**src/logic/wdru_consts.svh**
```systemverilog
`ifndef WDRU_CONSTS_SVH
`define WDRU_CONSTS_SVH

// register offsets
`define WDRU_ADDR_UNLOCK  12'hFF0
`define WDRU_ADDR_UPPER   12'hFF1
`define WDRU_ADDR_MIDDLE  12'hFF2
`define WDRU_ADDR_LOWER   12'hFF3
`define WDRU_ADDR_IRQ_ST  12'hFF4
`define WDRU_ADDR_IRQ_MSK 12'hFF5

// unlock key bytes
`define WDRU_KEY_FIRST    8'h55
`define WDRU_KEY_SECOND   8'hAA

// reset values
`define WDRU_RST_UPPER    8'h00
`define WDRU_RST_MIDDLE   8'h04
`define WDRU_RST_LOWER    8'h00
`define WDRU_RST_COUNT    24'h000000
`define WDRU_RST_IRQ_MSK  2'h0

// refresh is refused at or below this count while running
`define WDRU_REFRESH_MIN  24'h000002

// reset status field positions
`define WDRU_RS_TIMEOUT   0
`define WDRU_RS_WDRESET   1

// event status field positions
`define WDRU_EV_TIMEOUT   0
`define WDRU_EV_RELOAD    1

`endif

```
**src/logic/wdru_pkg.sv**
```systemverilog
package wdru_pkg;

  typedef enum logic [2:0]
  {
    WDRU_LOCKED,
    WDRU_KEY1,
    WDRU_OPEN_UPPER,
    WDRU_OPEN_MIDDLE,
    WDRU_OPEN_LOWER
  } wdru_lock_e;

  typedef logic [23:0] wdru_count_t;

endpackage

```
**src/logic/wdru_top.sv**
```systemverilog
// How it works
// - unlock address is the key port on write; reading it returns reset status.
// - two writes 55 then AA to the unlock address open the reload bytes.
// - key writes change no stored bits, only advance or relock the lock machine.
// - reload byte writes while locked are ignored.
// - reload value is upper, middle, lower bytes from high to low.
// - each accepted refresh copies the reload value into the down counter.
// - reload byte write updates stored reload, never the running counter.
// - reading a reload byte returns that byte of the live count.
// - reload bytes sit at FF1, FF2, FF3, eight bits, read/write.
// - bytes go upper, middle, lower; any other write relocks.
// - counter decrements on slow ticks; zero gives interrupt or reset.
// - after time-out the counter wraps to all ones and keeps going.
// - while running, refresh is ignored once the count is two or lower.
//
// Our own choice: the address-and-strobe port.
`timescale 1ns/1ps
`include "wdru_consts.svh"
module wdru_top
  import wdru_pkg::*;
(
  input  wire logic        clk_sys_i,   // system clock, 125 MHz
  input  wire logic        rst_i,       // async reset, active high
  input  wire logic [11:0] addr_i,      // register address
  input  wire logic [7:0]  wdata_i,     // write data
  input  wire logic        wr_i,        // write strobe
  input  wire logic        rd_i,        // read strobe
  output logic      [7:0]  rdata_o,     // read data, cycle after rd_i
  input  wire logic        osc_i,       // slow oscillator pin
  input  wire logic        refresh_i,   // refresh instruction pulse
  input  wire logic        resp_reset_i,// time-out option: 1 reset, 0 irq
  output logic             irq_o,       // level interrupt
  output logic             sys_reset_o  // one-cycle system reset request
);

  wdru_lock_e  lock_state;
  wdru_lock_e  next_lock_state;
  logic [7:0]  reload_upper;
  logic [7:0]  reload_middle;
  logic [7:0]  reload_lower;
  wdru_count_t reload_value;
  wdru_count_t count;
  logic        running;
  logic        tick;
  logic        timeout;
  logic        refresh_ok;
  logic [1:0]  rst_status;
  logic [1:0]  ev_status;
  logic [1:0]  ev_mask;
  logic        reload_done;
  logic        wr_upper;
  logic        wr_middle;
  logic        wr_lower;

  function automatic logic hit(input logic [11:0] a, input logic [11:0] b);
    hit = (a == b);
  endfunction

  wdru_tick_sync u_tick_sync
  (
    .clk_sys_i (clk_sys_i),
    .rst_i     (rst_i),
    .osc_i     (osc_i),
    .tick_o    (tick)
  );

  assign reload_value = {reload_upper, reload_middle, reload_lower};

  // reload bytes accepted only in the matching open step
  assign wr_upper  = wr_i && hit(addr_i, `WDRU_ADDR_UPPER)
                     && (lock_state == WDRU_OPEN_UPPER);
  assign wr_middle = wr_i && hit(addr_i, `WDRU_ADDR_MIDDLE)
                     && (lock_state == WDRU_OPEN_MIDDLE);
  assign wr_lower  = wr_i && hit(addr_i, `WDRU_ADDR_LOWER)
                     && (lock_state == WDRU_OPEN_LOWER);
  assign reload_done = wr_lower;

  // lock machine: every write either advances it or drops it to locked
  always_comb
  begin
    next_lock_state = lock_state;
    if (wr_i)
    begin
      next_lock_state = WDRU_LOCKED;
      case (lock_state)
        WDRU_LOCKED:
        begin
          if (hit(addr_i, `WDRU_ADDR_UNLOCK) && wdata_i == `WDRU_KEY_FIRST)
            next_lock_state = WDRU_KEY1;
        end
        WDRU_KEY1:
        begin
          if (hit(addr_i, `WDRU_ADDR_UNLOCK) && wdata_i == `WDRU_KEY_SECOND)
            next_lock_state = WDRU_OPEN_UPPER;
        end
        WDRU_OPEN_UPPER:
        begin
          if (wr_upper)
            next_lock_state = WDRU_OPEN_MIDDLE;
        end
        WDRU_OPEN_MIDDLE:
        begin
          if (wr_middle)
            next_lock_state = WDRU_OPEN_LOWER;
        end
        WDRU_OPEN_LOWER:
        begin
          next_lock_state = WDRU_LOCKED;
        end
        default:
        begin
          next_lock_state = WDRU_LOCKED;
        end
      endcase
    end
  end

  always_ff @(posedge clk_sys_i or posedge rst_i)
  begin
    if (rst_i)
      lock_state <= WDRU_LOCKED;
    else
      lock_state <= next_lock_state;
  end

  // stored reload bytes; key writes never touch them
  always_ff @(posedge clk_sys_i or posedge rst_i)
  begin
    if (rst_i)
    begin
      reload_upper  <= `WDRU_RST_UPPER;
      reload_middle <= `WDRU_RST_MIDDLE;
      reload_lower  <= `WDRU_RST_LOWER;
    end
    else
    begin
      if (wr_upper)
        reload_upper <= wdata_i;
      if (wr_middle)
        reload_middle <= wdata_i;
      if (wr_lower)
        reload_lower <= wdata_i;
    end
  end

  // down counter on slow ticks; refresh wins over a tick in the same cycle
  assign refresh_ok = refresh_i && (!running || count > `WDRU_REFRESH_MIN);
  assign timeout    = running && tick && !refresh_ok
                      && count == 24'h000001;

  always_ff @(posedge clk_sys_i or posedge rst_i)
  begin
    if (rst_i)
    begin
      count   <= `WDRU_RST_COUNT;
      running <= 1'b0;
    end
    else
    begin
      if (refresh_ok)
      begin
        count   <= reload_value;
        running <= 1'b1;
      end
      else if (running && tick)
        count <= count - 24'h000001;
    end
  end

  always_ff @(posedge clk_sys_i or posedge rst_i)
  begin
    if (rst_i)
      sys_reset_o <= 1'b0;
    else
      sys_reset_o <= timeout && resp_reset_i;
  end

  // reset status: set wins over the clearing read
  always_ff @(posedge clk_sys_i or posedge rst_i)
  begin
    if (rst_i)
      rst_status <= 2'h0;
    else
    begin
      if (rd_i && hit(addr_i, `WDRU_ADDR_UNLOCK))
        rst_status <= 2'h0;
      if (timeout)
        rst_status[`WDRU_RS_TIMEOUT] <= 1'b1;
      if (timeout && resp_reset_i)
        rst_status[`WDRU_RS_WDRESET] <= 1'b1;
    end
  end

  // event status, write one to clear, set wins
  always_ff @(posedge clk_sys_i or posedge rst_i)
  begin
    if (rst_i)
      ev_status <= 2'h0;
    else
    begin
      if (wr_i && hit(addr_i, `WDRU_ADDR_IRQ_ST))
        ev_status <= ev_status & ~wdata_i[1:0];
      if (timeout && !resp_reset_i)
        ev_status[`WDRU_EV_TIMEOUT] <= 1'b1;
      if (reload_done)
        ev_status[`WDRU_EV_RELOAD] <= 1'b1;
    end
  end

  always_ff @(posedge clk_sys_i or posedge rst_i)
  begin
    if (rst_i)
      ev_mask <= `WDRU_RST_IRQ_MSK;
    else if (wr_i && hit(addr_i, `WDRU_ADDR_IRQ_MSK))
      ev_mask <= wdata_i[1:0];
  end

  always_ff @(posedge clk_sys_i or posedge rst_i)
  begin
    if (rst_i)
      irq_o <= 1'b0;
    else
      irq_o <= |(ev_status & ev_mask);
  end

  // read mux; reload addresses show the live count
  always_ff @(posedge clk_sys_i or posedge rst_i)
  begin
    if (rst_i)
      rdata_o <= 8'h00;
    else if (rd_i)
    begin
      case (addr_i)
        `WDRU_ADDR_UNLOCK:  rdata_o <= {6'h00, rst_status};
        `WDRU_ADDR_UPPER:   rdata_o <= count[23:16];
        `WDRU_ADDR_MIDDLE:  rdata_o <= count[15:8];
        `WDRU_ADDR_LOWER:   rdata_o <= count[7:0];
        `WDRU_ADDR_IRQ_ST:  rdata_o <= {6'h00, ev_status};
        `WDRU_ADDR_IRQ_MSK: rdata_o <= {6'h00, ev_mask};
        default:            rdata_o <= 8'h00;
      endcase
    end
    else
      rdata_o <= 8'h00;
  end
endmodule

```
**src/logic/wdru_tick_sync.sv**
```systemverilog
`timescale 1ns/1ps
module wdru_tick_sync
(
  input  wire logic clk_sys_i, // system clock
  input  wire logic rst_i,     // async reset, active high
  input  wire logic osc_i,     // slow oscillator pin
  output logic      tick_o     // one-cycle pulse per rising osc edge
);

  logic meta;
  logic sync;
  logic sync_d;

  // two flops before any logic, third flop only for edge detect
  always_ff @(posedge clk_sys_i or posedge rst_i)
  begin
    if (rst_i)
    begin
      meta   <= 1'b0;
      sync   <= 1'b0;
      sync_d <= 1'b0;
    end
    else
    begin
      meta   <= osc_i;
      sync   <= meta;
      sync_d <= sync;
    end
  end

  assign tick_o = sync & ~sync_d;

endmodule

```
**config.mk**
```make
export PLATFORM = sky130hd
export DESIGN_NAME = wdru_top
export DESIGN_NICKNAME = d
export VERILOG_FILES = /design/src/logic/wdru_pkg.sv /design/src/logic/wdru_top.sv /design/src/logic/wdru_tick_sync.sv
export VERILOG_INCLUDE_DIRS = /design/src /design/src/logic
export SDC_FILE = /design/constraint.sdc
export NUM_CORES = 1
export LEC_CHECK = 0
export BUFFER_PORTS_ARGS = -buffer_cell sky130_fd_sc_hd__buf_2
export CORE_UTILIZATION = 30
export CTS_CLUSTER_SIZE = 12
export DETAILED_ROUTE_END_ITERATION = 6
export GPL_TIMING_DRIVEN = 0
export PLACE_DENSITY = 0.51
export SLEW_MARGIN = 25
export SYNTH_ARGS = -nofsm -noshare
export SYNTH_HDL_FRONTEND = slang
export SYNTH_SLANG_ARGS = --single-unit
```
**constraint.sdc**
```tcl
create_clock -name clk_sys_i -period 2.3 [get_ports clk_sys_i]
set_clock_uncertainty 0.1 [all_clocks]
set_input_delay 0 -clock clk_sys_i [delete_from_list [all_inputs] [get_ports clk_sys_i]]
set_output_delay 0 -clock clk_sys_i [all_outputs]
set_load 0.02 [all_outputs]
```
==> flow_summary_export.csv <==
group,metric,value,unit
grt,antenna_found_initial,0,
clock_network,cts_tree,"done",
power,clockPowerShare,0.439,
synthesis,synth-seq-cells,71,
sta,slew_headroom,0.650,
floorplan,pin_count,37,
grt,grt_usage,0.163,
power,power_frac_comb,0.149,
power,p_switching,0.835,mW
routing,final_antenna_net_count,0,
clock_network,cts_max_level,3,
placed_design,hpwl,7010,microns
sta,fmax,441,MHz
cells_and_area,finalNonFillerCells,552,
routing,routedWlPerCell,17.6,microns
clock_network,cts.sinks,71,
cells_and_area,nNetsFinal,430,
sta,setup_viol,0,
power,internal_power,2.46,mW
synthesis,synth_cell_types,46,
synthesis,synth_warnings,0,
cells_and_area,diodes,0,
synthesis,synth_fp_nets,358,
routing,drc_errors,0,
routing,wl_met3,387,microns
power,p_leak,2.09,nW
grt,grt_remaining_overflow,0,
placed_design,dpl-instance-area,4070,sq um
setup_path,worstPathRequired,2.41,ns
floorplan,core_area,12000,sq um
setup_path,crit_path_max_fanout,5,
power,power_density,704,nW/um^2
sta,tns,0,ns
sta,finalHoldViolations,0,
clock_network,cts_buffers,9,
synthesis,synth_edf_count,0,
cells_and_area,area_delta_synth_final,27.2,%
synthesis,async_flop_share,1.00,
power,peakVddDrop,0.415,mV
grt,grt_max_degree,43,
setup_path,arrival,2.38,ns
routing,drt_iter0_drc,194,
synthesis,syn-mean-instance-area,11.2,sq um
setup_path,worstSetupPathType,"flip-flop to flip-flop",
setup_path,endpoint_kind,"flip-flop",
floorplan,start_util,0.307,
routing,vias_per_cell,5.30,
grt,grt_pass1_vias,2907,
cells_and_area,stdcell_area,4680,sq um
flow_run,cap_violations,0,
synthesis,ys_seq_area_frac,0.483,
cells_and_area,drive_gt1_frac,0.331,
hold_path,hold_path_class,"input pin to flip-flop",
synthesis,yosys_most_used_dff,"dfrtp_1",
cells_and_area,layout_common_cells,"dfrtp_1 (68), mux2_2 (43), buf_2 (34)",
sta,final.period_utilization,0.985,
power,power_frac_seq,0.412,
floorplan,die_x,113,microns
synthesis,syn_area,3680,sq um
clock_network,clk_pin_slew,0.06,ns
routing,drt-total-wl,9730,microns
sta,final_max_slew_viol_count,0,
sta,rsz0062_at_grt,"true",
floorplan,die_y,113,microns
grt,grt_pass1_wl,15800,microns
floorplan,dieArea,12700,sq um
routing,via_count,2928,
routing,met1Wirelength,4790,microns
clock_network,clockRootBuffer,"clkbuf_16",
cells_and_area,layout_commonest_cell,"dfrtp_1",
placed_design,dp.cells,510,
sta,tightestPinTransition,0.525,ns
power,swShare,0.253,
routing,wl_met2,4370,microns
setup_path,worstSetupStartpointType,"flip-flop",
routing,drt_pass1_iterations,4,
sta,min_period,2.27,ns
clock_network,clock_latency,0.33,ns
run_status,status,"finished clean",
floorplan,rows,40,
routing,highest_layer,"met4",
synthesis,syn_inst,328,
cells_and_area,utilization,0.390,
cells_and_area,nFillCells,1188,
placed_design,portBuffers,34,
placed_design,gp_congestion,0.799,
clock_network,clockBufferDepth,2,
Yosys cell counts, drive strengths merged, types with 2 or more instances:
cell type	count	area (sq um)
a211oi	12	90.1
a22oi	6	45.0
a31oi	12	75.1
and2	4	25.0
and3b	2	17.5
and4	2	17.5
and4b	2	20.0
buf	4	35.0
clkbuf	13	48.8
dfrtp	70	1750
ha	3	37.5
inv	10	37.5
mux2	44	495
mux2i	4	40.0
mux4	2	45.0
nand2	10	37.5
nand2b	4	25.0
nand3	5	25.0
nand3b	4	30.0
nand4	8	50.1
nand4b	7	61.3
nor2	16	60.1
nor2b	2	12.5
nor3	9	45.0
nor4	11	83.8
o21ai	13	65.1
o22ai	2	12.5
o31ai	7	52.6
o41ai	3	26.3
or3	9	56.3
or4	9	75.1
xnor2	9	78.8
xor2	2	17.5
worst paths after layout:
check | from | to | slack [ns] | cells past startpoint
setup / recovery | count[17] | count[6] | 0.03 | 5
setup reg to reg | count[17] | count[6] | 0.03 | 5
hold / removal | addr_i[7] | lock_state[1] | 0.02 | 5
hold reg to reg | u_tick_sync.meta | u_tick_sync.sync | 0.25 | 0
max in group asynchronous | rst_i | reload_middle[2] | 1.37 | 4
min in group asynchronous | rst_i | count[19] | 0.12 | 3
layout make-up:
type | instances | area (sq um) | share of cell area
multi-input cells | 230 | 1830 | 0.390
flip-flops and latches | 71 | 1780 | 0.380
repair buffers | 63 | 464 | 0.0991
clock buffers | 12 | 236 | 0.0505
well taps | 147 | 184 | 0.0393
plain buffers | 15 | 83.8 | 0.0179
clock inverters | 4 | 70.1 | 0.0150
inverters | 10 | 40.0 | 0.00855
metrics by stage:
step	hold WS, ns	power (mW)	worst slack, ns
2_1_floorplan	-0.0686	1.65	0.0105
3_3_place_gp	0.0117	1.79	-0.630
3_5_place_dp	-0.0545	1.80	-0.376
4_1_cts	0.0240	3.28	0.000584
5_1_grt	0.0580	3.44	-0.0143
6_report	0.0221	3.30	0.0341
logic make-up after synthesis:
| kind of cell | synth area share |
|---|---|
| multiplexers | 0.158 |
| AO/OA/AOI/OAI | 0.104 |
| XOR/XNOR | 0.0262 |
| buffers and inverters | 0.0330 |
| AND/OR/NAND/NOR | 0.186 |
| adder cells (fa/ha/maj) | 0.0102 |
| flip-flops | 0.483 |
critical path: stages, from the launching register on:
cell and delay, ns:
dfrtp_2 0.42, or4_4 0.59, nor4_4 0.32, a21o_2 0.24, clkbuf_16 0.16, mux2_1 0.32
routing by layer:
layer / global-route usage / vias up
li1: - / 1403
met1: 0.230 / 1459
met2: 0.244 / 54
met3: 0.0305 / 12
met4: 0.0676 / 0
met5: 0 / -
repair_timing:
| action | 4_1_cts | 5_1_grt |
|---|---|---|
| buffers inserted | 5 | 8 |
| hold endpoints to repair | 105 | 0 |
| endpoints found under the setup margin | 19 | 45 |
| gates cloned | 0 | 1 |
| resized for setup | 6 | 15 |
| pin swaps | 5 | 1 |
| hold buffers | 14 | 0 |
power groups by stage:
stage | registers [mW] | clock network [mW] | logic, mW
2_1_floorplan | 1.35 | 0 | 0.299
3_3_place_gp | 1.38 | 0 | 0.413
3_5_place_dp | 1.38 | 0 | 0.422
4_1_cts | 1.36 | 1.47 | 0.457
5_1_grt | 1.36 | 1.54 | 0.540
6_report | 1.36 | 1.45 | 0.491
sequential cells by signal, summed over array words and instances, names as in the netlist:
signal / count
irq_o: 1
u_tick_sync.sync: 1
lock_state: 3
rst_status: 2
u_tick_sync.sync_d: 1
sys_reset_o: 1
rdata_o: 8
ev_status: 2
u_tick_sync.meta: 1
running: 1
reload_upper: 8
reload_lower: 8
count: 24
ev_mask: 2
reload_middle: 8
No activity file was read; power rests on OpenSTA's default activity.
